$ cat src/rtl/blit_pkg.sv
// shared constants and types for the bit-aligned block transfer engine
package blit_pkg;

	// memory word and register port geometry: bit 0 of a word is the first pixel shown
	localparam int WORD_W     = 16;
	localparam int WORD_SH    = 4;
	localparam int REG_DATA_W = 32;
	localparam int REG_ADDR_W = 8;

	// register byte offsets
	localparam logic [7:0] OFS_CTRL    = 8'h00;
	localparam logic [7:0] OFS_SRC_ORG = 8'h04;
	localparam logic [7:0] OFS_DST_ORG = 8'h08;
	localparam logic [7:0] OFS_PITCH   = 8'h0C;
	localparam logic [7:0] OFS_WIDTH   = 8'h10;
	localparam logic [7:0] OFS_HEIGHT  = 8'h14;
	localparam logic [7:0] OFS_STATUS  = 8'h18;
	localparam logic [7:0] OFS_MASKS   = 8'h1C;
	localparam logic [7:0] OFS_SHIFT   = 8'h20;

	// control register fields
	localparam int CTRL_START  = 0;
	localparam int CTRL_OP_LO  = 1;
	localparam int CTRL_OP_HI  = 3;
	localparam int CTRL_INVERT = 4;
	localparam int CTRL_H_REV  = 5;
	localparam int CTRL_V_REV  = 6;

	// status register fields
	localparam int STAT_BUSY = 0;
	localparam int STAT_DONE = 1;

	// reset values
	localparam logic [15:0] MASK_ALL   = 16'hFFFF;
	localparam logic [15:0] WORD_ZERO  = 16'h0000;
	localparam logic [31:0] REG_ZERO   = 32'h0000_0000;
	localparam logic [3:0]  SHIFT_ZERO = 4'h0;

	// seven operations: six done here, one with the external blit unit
	typedef enum logic [2:0] {
		OP_AND,
		OP_OR,
		OP_XOR,
		OP_FAST_OR,
		OP_COPY,
		OP_WORD_OR,
		OP_EXTERNAL
	} op_type;

endpackage

$ cat src/rtl/combine_if.sv
// signals between the sequencer and the align/combine/merge datapath
`timescale 1ns/1ps
interface combine_if;
	logic [15:0]          src_lo;
	logic [15:0]          src_hi;
	logic [15:0]          dst;
	logic [15:0]          ext;
	logic [3:0]           shift;
	logic [15:0]          mask;
	logic                 invert;
	blit_pkg::op_type     op;
	logic [15:0]          result;

	modport engine (output src_lo, src_hi, dst, ext, shift, mask, invert,
		op, input result);
	modport unit (input src_lo, src_hi, dst, ext, shift, mask, invert, op,
		output result);
endinterface

$ cat src/rtl/blit_combine.sv
// align source, apply the logical operation and merge under the edge mask
`timescale 1ns/1ps
module blit_combine (
	combine_if.unit cif
);
	logic [31:0] window;
	logic [15:0] aligned;
	logic [15:0] src;
	logic [15:0] op_out;

	// two source words form a window; shifting it lines pixels up
	assign window  = {cif.src_hi, cif.src_lo} >> cif.shift;
	assign aligned = window[15:0];
	assign src     = cif.invert ? ~aligned : aligned;

	// bitwise operation between aligned source and destination
	assign op_out =
		(cif.op == blit_pkg::OP_AND)      ? (src & cif.dst) :
		(cif.op == blit_pkg::OP_XOR)      ? (src ^ cif.dst) :
		(cif.op == blit_pkg::OP_COPY)     ? src :
		(cif.op == blit_pkg::OP_EXTERNAL) ? cif.ext :
		(src | cif.dst);

	// zero mask bits keep the old destination bit
	assign cif.result = (op_out & cif.mask) | (cif.dst & ~cif.mask);
endmodule

$ cat src/rtl/blit_engine.sv
// bit-aligned block transfer engine with register port and memory master
`timescale 1ns/1ps
module blit_engine #(
	parameter int ADDR_W = 24,
	parameter int DIM_W  = 16
) (
	// clock and reset
	input  wire logic              i_ref_clk,
	input  wire logic              i_rstn,
	// register port
	input  wire logic [7:0]        i_reg_addr,
	input  wire logic [31:0]       i_reg_wdata,
	input  wire logic              i_reg_wr,
	input  wire logic              i_reg_rd,
	output logic      [31:0]       o_reg_rdata,
	// memory master, word addressed
	output logic                   o_mem_rd,
	output logic                   o_mem_wr,
	output logic      [ADDR_W-5:0] o_mem_addr,
	output logic      [15:0]       o_mem_wdata,
	input  wire logic [15:0]       i_mem_rdata,
	input  wire logic              i_mem_ack,
	// result from the external blit unit
	input  wire logic [15:0]       i_ext_result,
	// status
	output logic                   o_busy
);
	localparam int WA_W = ADDR_W - blit_pkg::WORD_SH;

	// refuse widths the address arithmetic cannot serve; the end-bit sum
	// pads a 4-bit offset, so the dimension width needs at least 4 bits
	generate
		if (ADDR_W < 8 || ADDR_W > 32 || DIM_W < 4 || DIM_W > 24) begin : g_chk
			$error("blit_engine: unsupported ADDR_W or DIM_W");
		end
	endgenerate

	typedef enum logic [2:0] {
		S_IDLE,
		S_LINE,
		S_WORD,
		S_RD_S0,
		S_RD_S1,
		S_RD_DST,
		S_WR
	} state_type;

	state_type              state_reg;
	blit_pkg::op_type       op_reg;
	logic                   invert_reg;
	logic                   h_rev_reg;
	logic                   v_rev_reg;
	logic [ADDR_W-1:0]      src_org_reg;
	logic [ADDR_W-1:0]      dst_org_reg;
	logic [ADDR_W-1:0]      pitch_reg;
	logic [DIM_W-1:0]       width_reg;
	logic [DIM_W-1:0]       height_reg;
	logic                   done_reg;
	logic [15:0]            left_mask_reg;
	logic [15:0]            right_mask_reg;
	logic [3:0]             shift_reg;
	logic [DIM_W-1:0]       nwords_reg;
	logic [DIM_W-1:0]       y_reg;
	logic [DIM_W-1:0]       c_reg;
	logic [WA_W-1:0]        dline_reg;
	logic [WA_W-1:0]        dword_delta_reg;
	logic [15:0]            s0_reg;
	logic [15:0]            s1_reg;

	combine_if cif ();

	blit_combine blit_combine_i (
		.cif (cif)
	);

	// setup decode from the stored parameters, used only at start
	logic [DIM_W:0]    last_bit;
	logic [15:0]       left_mask_calc;
	logic [15:0]       right_mask_calc;
	logic [DIM_W-1:0]  nwords_calc;
	logic              empty_blk;
	logic              start_req;

	assign last_bit = {{(DIM_W-3){1'b0}}, dst_org_reg[3:0]}
		+ {1'b0, width_reg} - {{DIM_W{1'b0}}, 1'b1};
	assign left_mask_calc  = blit_pkg::MASK_ALL << dst_org_reg[3:0];
	assign right_mask_calc = blit_pkg::MASK_ALL >> (4'hF - last_bit[3:0]);
	assign nwords_calc     = DIM_W'(last_bit >> blit_pkg::WORD_SH)
		+ {{(DIM_W-1){1'b0}}, 1'b1};
	assign empty_blk = (width_reg == '0) || (height_reg == '0);
	assign start_req = i_reg_wr && (i_reg_addr == blit_pkg::OFS_CTRL)
		&& i_reg_wdata[blit_pkg::CTRL_START];

	// line start addresses: origin plus row times pitch, x = 0 here
	logic [DIM_W-1:0]  row;
	logic [ADDR_W-1:0] row_ofs;
	logic [ADDR_W-1:0] dst_line_bit;
	logic [ADDR_W-1:0] src_line_bit;
	logic [ADDR_W-1:0] line_delta;

	assign row = v_rev_reg ? (height_reg - DIM_W'(1) - y_reg) : y_reg;
	assign row_ofs      = ADDR_W'(row * pitch_reg);
	assign dst_line_bit = dst_org_reg + row_ofs;
	assign src_line_bit = src_org_reg + row_ofs;
	assign line_delta   = src_line_bit - dst_line_bit;

	// word walk: index counts up or down across the line
	logic [DIM_W-1:0] k_idx;
	logic [WA_W-1:0]  dst_word;
	logic [WA_W-1:0]  src_word;
	logic             first_word;
	logic             last_word;
	logic             last_step;
	logic             last_line;

	assign k_idx = h_rev_reg ? (nwords_reg - DIM_W'(1) - c_reg) : c_reg;
	assign dst_word   = dline_reg + WA_W'(k_idx);
	assign src_word   = dst_word + dword_delta_reg;
	assign first_word = (k_idx == '0);
	assign last_word  = (k_idx == nwords_reg - DIM_W'(1));
	assign last_step  = (c_reg == nwords_reg - DIM_W'(1));
	assign last_line  = (y_reg == height_reg - DIM_W'(1));

	// edge masks guard neighbouring bits; word-or assumes clean data
	logic [15:0] word_mask;

	assign word_mask = (op_reg == blit_pkg::OP_WORD_OR) ? blit_pkg::MASK_ALL :
		((first_word ? left_mask_reg : blit_pkg::MASK_ALL) &
		(last_word ? right_mask_reg : blit_pkg::MASK_ALL));

	// destination data arrives with the ack of the destination read
	assign cif.src_lo = s0_reg;
	assign cif.src_hi = s1_reg;
	assign cif.dst    = i_mem_rdata;
	assign cif.ext    = i_ext_result;
	assign cif.shift  = shift_reg;
	assign cif.mask   = word_mask;
	assign cif.invert = invert_reg;
	assign cif.op     = op_reg;

	// register read mux; unmapped offsets read as zero
	logic [31:0] rd_mux;

	assign rd_mux =
		(i_reg_addr == blit_pkg::OFS_CTRL) ? {25'h000_0000, v_rev_reg,
			h_rev_reg, invert_reg, op_reg, 1'b0} :
		(i_reg_addr == blit_pkg::OFS_SRC_ORG) ? 32'(src_org_reg) :
		(i_reg_addr == blit_pkg::OFS_DST_ORG) ? 32'(dst_org_reg) :
		(i_reg_addr == blit_pkg::OFS_PITCH)   ? 32'(pitch_reg) :
		(i_reg_addr == blit_pkg::OFS_WIDTH)   ? 32'(width_reg) :
		(i_reg_addr == blit_pkg::OFS_HEIGHT)  ? 32'(height_reg) :
		(i_reg_addr == blit_pkg::OFS_STATUS)  ? {30'h0000_0000, done_reg,
			(state_reg != S_IDLE)} :
		(i_reg_addr == blit_pkg::OFS_MASKS)   ? {right_mask_reg,
			left_mask_reg} :
		(i_reg_addr == blit_pkg::OFS_SHIFT)   ? {28'h000_0000, shift_reg} :
		blit_pkg::REG_ZERO;

	// read data stands one cycle after the strobe, zero otherwise
	always_ff @(posedge i_ref_clk) begin
		if (!i_rstn) begin
			o_reg_rdata <= blit_pkg::REG_ZERO;
		end else begin
			o_reg_rdata <= i_reg_rd ? rd_mux : blit_pkg::REG_ZERO;
		end
	end

	// setup writes are taken only while idle so a run sees stable values
	always_ff @(posedge i_ref_clk) begin
		if (!i_rstn) begin
			op_reg      <= blit_pkg::OP_AND;
			invert_reg  <= 1'b0;
			h_rev_reg   <= 1'b0;
			v_rev_reg   <= 1'b0;
			src_org_reg <= '0;
			dst_org_reg <= '0;
			pitch_reg   <= '0;
			width_reg   <= '0;
			height_reg  <= '0;
		end else if (i_reg_wr && state_reg == S_IDLE) begin
			case (i_reg_addr)
				blit_pkg::OFS_CTRL: begin
					op_reg <= blit_pkg::op_type'(
						i_reg_wdata[blit_pkg::CTRL_OP_HI:blit_pkg::CTRL_OP_LO]);
					invert_reg <= i_reg_wdata[blit_pkg::CTRL_INVERT];
					h_rev_reg  <= i_reg_wdata[blit_pkg::CTRL_H_REV];
					v_rev_reg  <= i_reg_wdata[blit_pkg::CTRL_V_REV];
				end
				blit_pkg::OFS_SRC_ORG: src_org_reg <= i_reg_wdata[ADDR_W-1:0];
				blit_pkg::OFS_DST_ORG: dst_org_reg <= i_reg_wdata[ADDR_W-1:0];
				blit_pkg::OFS_PITCH:   pitch_reg   <= i_reg_wdata[ADDR_W-1:0];
				blit_pkg::OFS_WIDTH:   width_reg   <= i_reg_wdata[DIM_W-1:0];
				blit_pkg::OFS_HEIGHT:  height_reg  <= i_reg_wdata[DIM_W-1:0];
				default: ;
			endcase
		end
	end

	// done is sticky; a finishing run beats a clear in the same cycle
	logic finish;

	assign finish = (state_reg == S_WR) && i_mem_ack && last_step && last_line;

	always_ff @(posedge i_ref_clk) begin
		if (!i_rstn) begin
			done_reg <= 1'b0;
		end else if (finish || (start_req && state_reg == S_IDLE && empty_blk)) begin
			done_reg <= 1'b1;
		end else if (i_reg_wr && i_reg_addr == blit_pkg::OFS_STATUS
			&& i_reg_wdata[blit_pkg::STAT_DONE]) begin
			done_reg <= 1'b0;
		end
	end

	// masks, shift and word count latched once at start
	always_ff @(posedge i_ref_clk) begin
		if (!i_rstn) begin
			left_mask_reg  <= blit_pkg::MASK_ALL;
			right_mask_reg <= blit_pkg::MASK_ALL;
			shift_reg      <= blit_pkg::SHIFT_ZERO;
			nwords_reg     <= '0;
		end else if (start_req && state_reg == S_IDLE) begin
			left_mask_reg  <= left_mask_calc;
			right_mask_reg <= right_mask_calc;
			shift_reg      <= src_org_reg[3:0] - dst_org_reg[3:0];
			nwords_reg     <= nwords_calc;
		end
	end

	// sequencer: outer loop per line, inner loop per word
	always_ff @(posedge i_ref_clk) begin
		if (!i_rstn) begin
			state_reg       <= S_IDLE;
			y_reg           <= '0;
			c_reg           <= '0;
			dline_reg       <= '0;
			dword_delta_reg <= '0;
			s0_reg          <= blit_pkg::WORD_ZERO;
			s1_reg          <= blit_pkg::WORD_ZERO;
			o_mem_rd        <= 1'b0;
			o_mem_wr        <= 1'b0;
			o_mem_addr      <= '0;
			o_mem_wdata     <= blit_pkg::WORD_ZERO;
			o_busy          <= 1'b0;
		end else begin
			case (state_reg)
				S_IDLE: begin
					if (start_req && !empty_blk) begin
						y_reg     <= '0;
						o_busy    <= 1'b1;
						state_reg <= S_LINE;
					end
				end
				S_LINE: begin
					dline_reg       <= dst_line_bit[ADDR_W-1:blit_pkg::WORD_SH];
					dword_delta_reg <= line_delta[ADDR_W-1:blit_pkg::WORD_SH];
					c_reg           <= '0;
					state_reg       <= S_WORD;
				end
				S_WORD: begin
					o_mem_rd   <= 1'b1;
					o_mem_addr <= src_word;
					state_reg  <= S_RD_S0;
				end
				S_RD_S0: begin
					if (i_mem_ack) begin
						s0_reg     <= i_mem_rdata;
						o_mem_addr <= src_word + WA_W'(1);
						state_reg  <= S_RD_S1;
					end
				end
				S_RD_S1: begin
					if (i_mem_ack) begin
						s1_reg     <= i_mem_rdata;
						o_mem_addr <= dst_word;
						state_reg  <= S_RD_DST;
					end
				end
				S_RD_DST: begin
					if (i_mem_ack) begin
						o_mem_rd    <= 1'b0;
						o_mem_wr    <= 1'b1;
						o_mem_wdata <= cif.result;
						state_reg   <= S_WR;
					end
				end
				S_WR: begin
					if (i_mem_ack) begin
						o_mem_wr <= 1'b0;
						if (!last_step) begin
							c_reg     <= c_reg + DIM_W'(1);
							state_reg <= S_WORD;
						end else if (!last_line) begin
							y_reg     <= y_reg + DIM_W'(1);
							state_reg <= S_LINE;
						end else begin
							o_busy    <= 1'b0;
							state_reg <= S_IDLE;
						end
					end
				end
				default: begin
					o_mem_rd  <= 1'b0;
					o_mem_wr  <= 1'b0;
					o_busy    <= 1'b0;
					state_reg <= S_IDLE;
				end
			endcase
		end
	end
endmodule

$ cat config.mk
export PLATFORM = sky130hd
export DESIGN_NAME = blit_engine
export DESIGN_NICKNAME = d
export VERILOG_FILES = /design/src/rtl/blit_pkg.sv /design/src/rtl/combine_if.sv /design/src/rtl/blit_combine.sv /design/src/rtl/blit_engine.sv
export SDC_FILE = /design/constraint.sdc
export NUM_CORES = 2
export LEC_CHECK = 0
export BUFFER_PORTS_ARGS = -buffer_cell sky130_fd_sc_hd__buf_4
export CORE_MARGIN = 3
export CORE_UTILIZATION = 35
export DETAILED_ROUTE_END_ITERATION = 6
export GPL_ROUTABILITY_DRIVEN = 0
export GPL_TIMING_DRIVEN = 0
export PLACE_DENSITY = 0.51
export SLEW_MARGIN = 20
export SYNTH_ARGS = -nofsm -noshare
export SYNTH_HDL_FRONTEND = slang
export SYNTH_SLANG_ARGS = --single-unit
$ cat constraint.sdc
create_clock -name i_ref_clk -period 10.1 [get_ports i_ref_clk]
set_input_delay 2.02 -clock i_ref_clk [delete_from_list [all_inputs] [get_ports i_ref_clk]]
set_output_delay 2.02 -clock i_ref_clk [all_outputs]
set_load 0.01 [all_outputs]
==> Word level (Yosys, flattened, before mapping) <==
Cells that the tools add are included.
{ "op_classes": {"n_mux": 49, "addsub": 17, "bitwise": 14, "shift": 3, "multipliers": 1, "n_reduce_logical": 47, "n_eq_ne": 30} }
{ "ops": {"columns": ["cell", "count"], "rows": [
  ["16-bit two-way mux", 16],
  ["24-bit two-way mux", 6],
  ["16-bit AND", 4],
  ["16-bit one-hot mux with 2 select lines", 2],
  ["20-bit one-hot mux with 3 select lines", 1],
  ["24-bit adder", 2],
  ["16-bit equality test", 3],
  ["16-bit logical NOT", 3],
  ["20-bit two-way mux", 2],
  ["16-bit by 1-bit adder with 16-bit output, second input constant", 2],
  ["8-bit by 5-bit equality test with 1-bit output, second input constant", 4],
  ["32-bit two-way mux", 1],
  ["16-bit NOT", 2],
  ["16-bit bitwise OR", 2],
  ["32-bit by 4-bit right shift with 16-bit output", 1],
  ["16-bit by 1-bit subtractor with 16-bit output, second input constant", 2],
  ["16-bit subtractor", 2],
  ["16-bit by 24-bit multiplier with 24-bit output", 1],
  ["24-bit subtractor", 1],
  ["2-bit AND reduction", 11],
  ["3-bit one-hot mux with 7 select lines", 1],
  ["20-bit by 1-bit adder with 20-bit output, second input constant", 1],
  ["20-bit by 16-bit adder with 20-bit output", 1],
  ["20-bit adder", 1],
  ["35 further kinds", 89]
]} }
{ "word_totals": {"in_bits": 77, "elab_cells": 190, "out_inout_bits": 71, "ff_bits": 341} }

==> Longest topological paths before layout <==
{ "logic_depth": {"depth_word": 10, "ltp_mapped": 48, "mapped_depth_nobuf": 47} }

==> Hierarchy <==
A second synthesis with hierarchy kept.
{ "unflattened": {"hier_cells": 4082, "hier_area_um2": 32565.0} }
{ "by_module_without_submodules": {"columns": ["module", "instances", "area_per_inst_um2", "seq_area_each_um2", "cells_each"], "rows": [
  ["blit_engine", 1, 30112.6, 6746.5, 3798],
  ["blit_combine", 1, 2452.4, 0.0, 284]
]} }

==> Worst setup path before layout <==
OpenSTA, ideal clock, no wires.
{ "synth_path": {"kind": "register -> register", "startpoint": "register height_reg[2]", "endpoint": "register dword_delta_reg[19]", "period_less_slack_ns": 10.580, "path_slack_ns": -0.480, "stages_incl_launch_ff": 44, "arrival_ns": 10.448, "t_required_ns": 9.968, "n_path_buf": 0, "setup_ns": 0.132, "cell_sequence": "dfxtp_1 -> or3_1 -> nor2_1 -> nand2_1 -> nor3_1 -> xor2_1 -> ha_1 -> and2_1 -> a221o_1 -> a21oi_1 -> a211oi_1 -> o21a_1 -> o21ai_1 -> mux2_2 -> o31ai_2 -> nand2_1 -> fa_1 -> inv_1 -> [8 not listed] -> inv_1 -> ha_1 -> or3_1 -> a211oi_1 -> nor2_1 -> xnor2_1 -> ha_1 -> and3_1 -> a211oi_1 -> xor2_1 -> fa_1 -> ha_1 -> o21ai_0 -> a21oi_1 -> o21a_1 -> nor2_1 -> xnor2_1 -> a21oi_1"} }
{ "synth_between": {"elab_chain_len": 6, "word_cells_on_any_way": 7, "cone_classes": "add/sub (5); mul (1); mux (1)"} }
{ "synth_rtl": {"columns": ["element", "line_no", "text"], "rows": [
  ["from (decl)", "blit_engine.sv:57", "logic [DIM_W-1:0] height_reg;"],
  ["from (signal assigned)", "blit_engine.sv:193", "blit_pkg::OFS_HEIGHT: height_reg <= i_reg_wdata[DIM_W-1:0];"],
  ["16-bit by 1-bit subtractor with 16-bit output *", "blit_engine.sv:101", "assign row = v_rev_reg ? (height_reg - DIM_W'(1) - y_reg) : y_reg;"],
  ["16-bit subtractor *", "blit_engine.sv:101", null],
  ["16-bit two-way mux *", "blit_engine.sv:101", null],
  ["16-bit by 24-bit multiplier with 24-bit output *", "blit_engine.sv:102", "assign row_ofs = ADDR_W'(row * pitch_reg);"],
  ["24-bit adder, on equally long branches", "blit_engine.sv:104, blit_engine.sv:103", null],
  ["24-bit subtractor *", "blit_engine.sv:105", "assign line_delta = src_line_bit - dst_line_bit;"],
  ["to (signal assigned)", "blit_engine.sv:256", "dword_delta_reg <= line_delta[ADDR_W-1:blit_pkg::WORD_SH];"],
  ["to (decl)", "blit_engine.sv:66", "logic [WA_W-1:0] dword_delta_reg;"]
]} }
Mark *: on every way between the ends. The rest lies on a longest branch, timed or not.
A chain may end at the register's enable or synchronous reset.

==> Final worst setup path <==
{ "layout_path": {"startpoint": "register height_reg[3]", "endpoint": "register dword_delta_reg[19]"} }
The elaborated chain is that of the path after synthesis.

==> impl_metrics.env <==
export IMPL_status="finished with violations"
export IMPL_failed_checks="setup timing"
export IMPL_fin_crit_ns=10.49
export IMPL_ys_seq_elements=336
export IMPL_worst_path_dominant_cell_family="adder cells"
export IMPL_synth_xor_area_frac=0.0664
export IMPL_syn_to_final_growth_pct=18.7
export IMPL_fin_tns_setup_ns=-1.47
export IMPL_hold_path_class="flop to flop"
export IMPL_final_nets=4824
export IMPL_dp_cells=5320
export IMPL_register_area_um2=6740
export IMPL_period_share=1.04
export IMPL_power_density_nw_per_um2=80.9
export IMPL_fmax_ghz=0.0953
export IMPL_final_setup_viol_count=4
export IMPL_drtIter0Drc=2521
export IMPL_antenna_found_initial=8
export IMPL_n_fill_cell=9190
export IMPL_rsz0062_at_grt="true"
export IMPL_place_area_um2=34200
export IMPL_fp_dieH_um=306
export IMPL_synth_compound_area_share=0.175
export IMPL_routed_wl_um=120000
export IMPL_grt_pass1_wl_um=181000
export IMPL_grt_overflow_total=0
export IMPL_initial_core_util=0.355
export IMPL_max_stage_delay_ns=0.58
export IMPL_async_reset_ff_frac=0
export IMPL_maxCapViolations=0
export IMPL_multiInputGateArea_um2=23400
export IMPL_core_um2=88900
export IMPL_hold_buffers=0
export IMPL_hold_viol=0
export IMPL_yosys_area_top_type_share=0.213
export IMPL_p_leak_nw=15.1
export IMPL_grt_max_degree=14
export IMPL_yosysUniqueCellTypes=89
export IMPL_cts_max_level=2
export IMPL_fin_cells=5494
export IMPL_io_pins=148
export IMPL_avgSynthCellArea_um2=7.87
export IMPL_io_buffers=137
export IMPL_cp_arrival_ns=10.96
export IMPL_synth_area_leaders="dfxtp_1 21%, fa_1 14%, ha_1 9.3%, nand2_1 8.3%, inv_1 5.5%"
export IMPL_vdd_drop_max_mv=0.116
export IMPL_die_x_um=306
export IMPL_start_kind="flop"
export IMPL_synth_top_family_by_area="adder cells"
export IMPL_grt_pass1_vias=28600
export IMPL_cts_num_sinks=336
export IMPL_hold_slack_ns=0.465
export IMPL_synth_simple_area_share=0.201
export IMPL_yosysWarnings=0
export IMPL_clock_latency_ns=0.60
export IMPL_viasPerCell=5.40
export IMPL_postLayoutCellArea_um2=37500
export IMPL_largest_register_ffs=32
export IMPL_drt_pass1_iterations=6
export IMPL_critical_path_class="flop to flop"
export IMPL_power_mw=3.03
export IMPL_dpl_hpwl_um=96900
export IMPL_cp_common_cell="fa_1"
export IMPL_synth_main_ff_cell="dfxtp_1"
export IMPL_clk_pin_slew_ns=0.06
export IMPL_worst_slew_pin_slew_ns=1.06
export IMPL_largest_register="o_reg_rdata"
export IMPL_cp_required_ns=10.56
export IMPL_die_area_um2=93800
export IMPL_drive_above_1_share=0.134
export IMPL_cp_buffers_inverters=5
export IMPL_synth_cell_area_um2=31600
export IMPL_endpoint_kind="flop"
export IMPL_slew_viol_final=0
export IMPL_synth_top_area_cell="dfxtp_1"
export IMPL_vias=29700
export IMPL_synth_mux_area_frac=0.0317
export IMPL_tritoncts="done"
export IMPL_synth_edf_count=0
export IMPL_ant_nets=0
export IMPL_avgRoutedWirePerCell_um=21.9
export IMPL_critPathMaxFanout=5
export IMPL_synth_seq_area_share=0.213
export IMPL_syn_num_nets=4545
export IMPL_cts_path_max_buffers=3
export IMPL_grt_total_usage=0.252
export IMPL_cts_buffers=41
export IMPL_relSlewSlack=0.291
export IMPL_synth_adder_area_share=0.233
export IMPL_rows=109
export IMPL_skew_ns=0.0528
export IMPL_setup_slack_ns=-0.392
export IMPL_synth_cells=4013
export IMPL_cpMaxStageDelayCell="fa_1"
export IMPL_cts_root_buf="clkbuf_16"
export IMPL_drcViolationCount=0
## area by class of cell
| class | count | share of cell area |
|---|---|---|
| clock inverters | 21 | 0.00691 |
| multi-input cells | 3004 | 0.625 |
| inverters | 462 | 0.0464 |
| well taps | 1165 | 0.0389 |
| diodes | 7 | 0.000468 |
| flip-flops and latches | 336 | 0.180 |
| plain buffers | 208 | 0.0231 |
| clock buffers | 52 | 0.0306 |
| repair buffers | 239 | 0.0492 |
## path summary, 6_finish.rpt
kind	start	endpoint	slack [ns]	depth (start not counted)
min	cif.src_hi[14]	cif.src_hi[14]	0.46	2
max	height_reg[3]	dword_delta_reg[19]	-0.39	43
min reg2reg	cif.src_hi[14]	cif.src_hi[14]	0.46	2
max reg2reg	height_reg[3]	dword_delta_reg[19]	-0.39	43
## per-layer routing
| layer | global-route usage | part of all wire |
|---|---|---|
| met3 | 0.0320 | 0.062 |
| met4 | 0.0704 | 0.030 |
| met5 | 0 | 0 |
| met2 | 0.399 | 0.45 |
| met1 | 0.360 | 0.46 |
## layout by cell type, fill, tap and decap left out, types with 52 or more instances in the layout
cell type,n
nand2_1,693
inv_1,447
dfxtp_1,331
a21oi_1,315
buf_4,229
nor2_1,225
fa_1,216
ha_1,203
clkbuf_1,179
xnor2_1,156
o21ai_0,109
and2_1,91
nand3_1,57
xor2_1,54
nor3_1,52
## worst register-to-register path, delay by kind of cell (launching register included)
family	cells	cell delay [ns]
adder cells (fa/ha/maj)	11	4.66
AO/OA/AOI/OAI	14	2.46
multiplexers	1	0.33
AND/OR/NAND/NOR	8	1.05
XOR/XNOR	4	0.87
flip-flops	1	0.34
buffers and inverters	5	0.64
## synth_stat cells, types with 29 or more instances
cell and count:
a211oi_1 43, ha_1 234, inv_1 460, o21ai_0 119
xnor2_1 169, xor2_1 60, a22oi_1 36, a31oi_1 29
nand3_1 59, and2_1 92, nor2_1 232, nand2_1 698
dfxtp_1 336, and3_1 43, nor2b_1 30, clkbuf_1 189
mux2i_1 38, a21oi_1 335, fa_1 221, a21o_1 32
nor3_1 62
## per-stage QoR
stage	setup WS [ns]	utilization
after floorplan	0.0296	-
after global placement	-2.49	0.384
after detailed placement	-1.87	0.384
final	-0.392	0.421
after CTS	-0.415	0.413
after global routing	-0.743	0.421
## what timing repair did
| item | 4_1_cts | 5_1_grt |
|---|---|---|
| resized for setup | 134 | 111 |
| setup buffers | 62 | 35 |
| pin swaps | 65 | 54 |
| gates cloned | 0 | 1 |
| setup endpoints to repair | 18 | 13 |
## where the power goes
part / total (mW) / internal, mW / leakage [nW] / switching [mW]
sequential: 1.33 / 1.32 / 2.71 / 0.00141
clock: 1.56 / 0.893 / 0.668 / 0.669
combinational: 0.143 / 0.0450 / 11.8 / 0.0979
## cells by family (layout without fill, tap and decap cells)
kind of cell	Yosys count	count (layout)
xor+xnor	233	233
mux	73	73
compound gates	852	852
fa+ha+maj	455	455
buf+inv	673	982
flops	336	336
simple gates	1391	1391
other cells	0	7
Power figures use the tool's default switching activity.
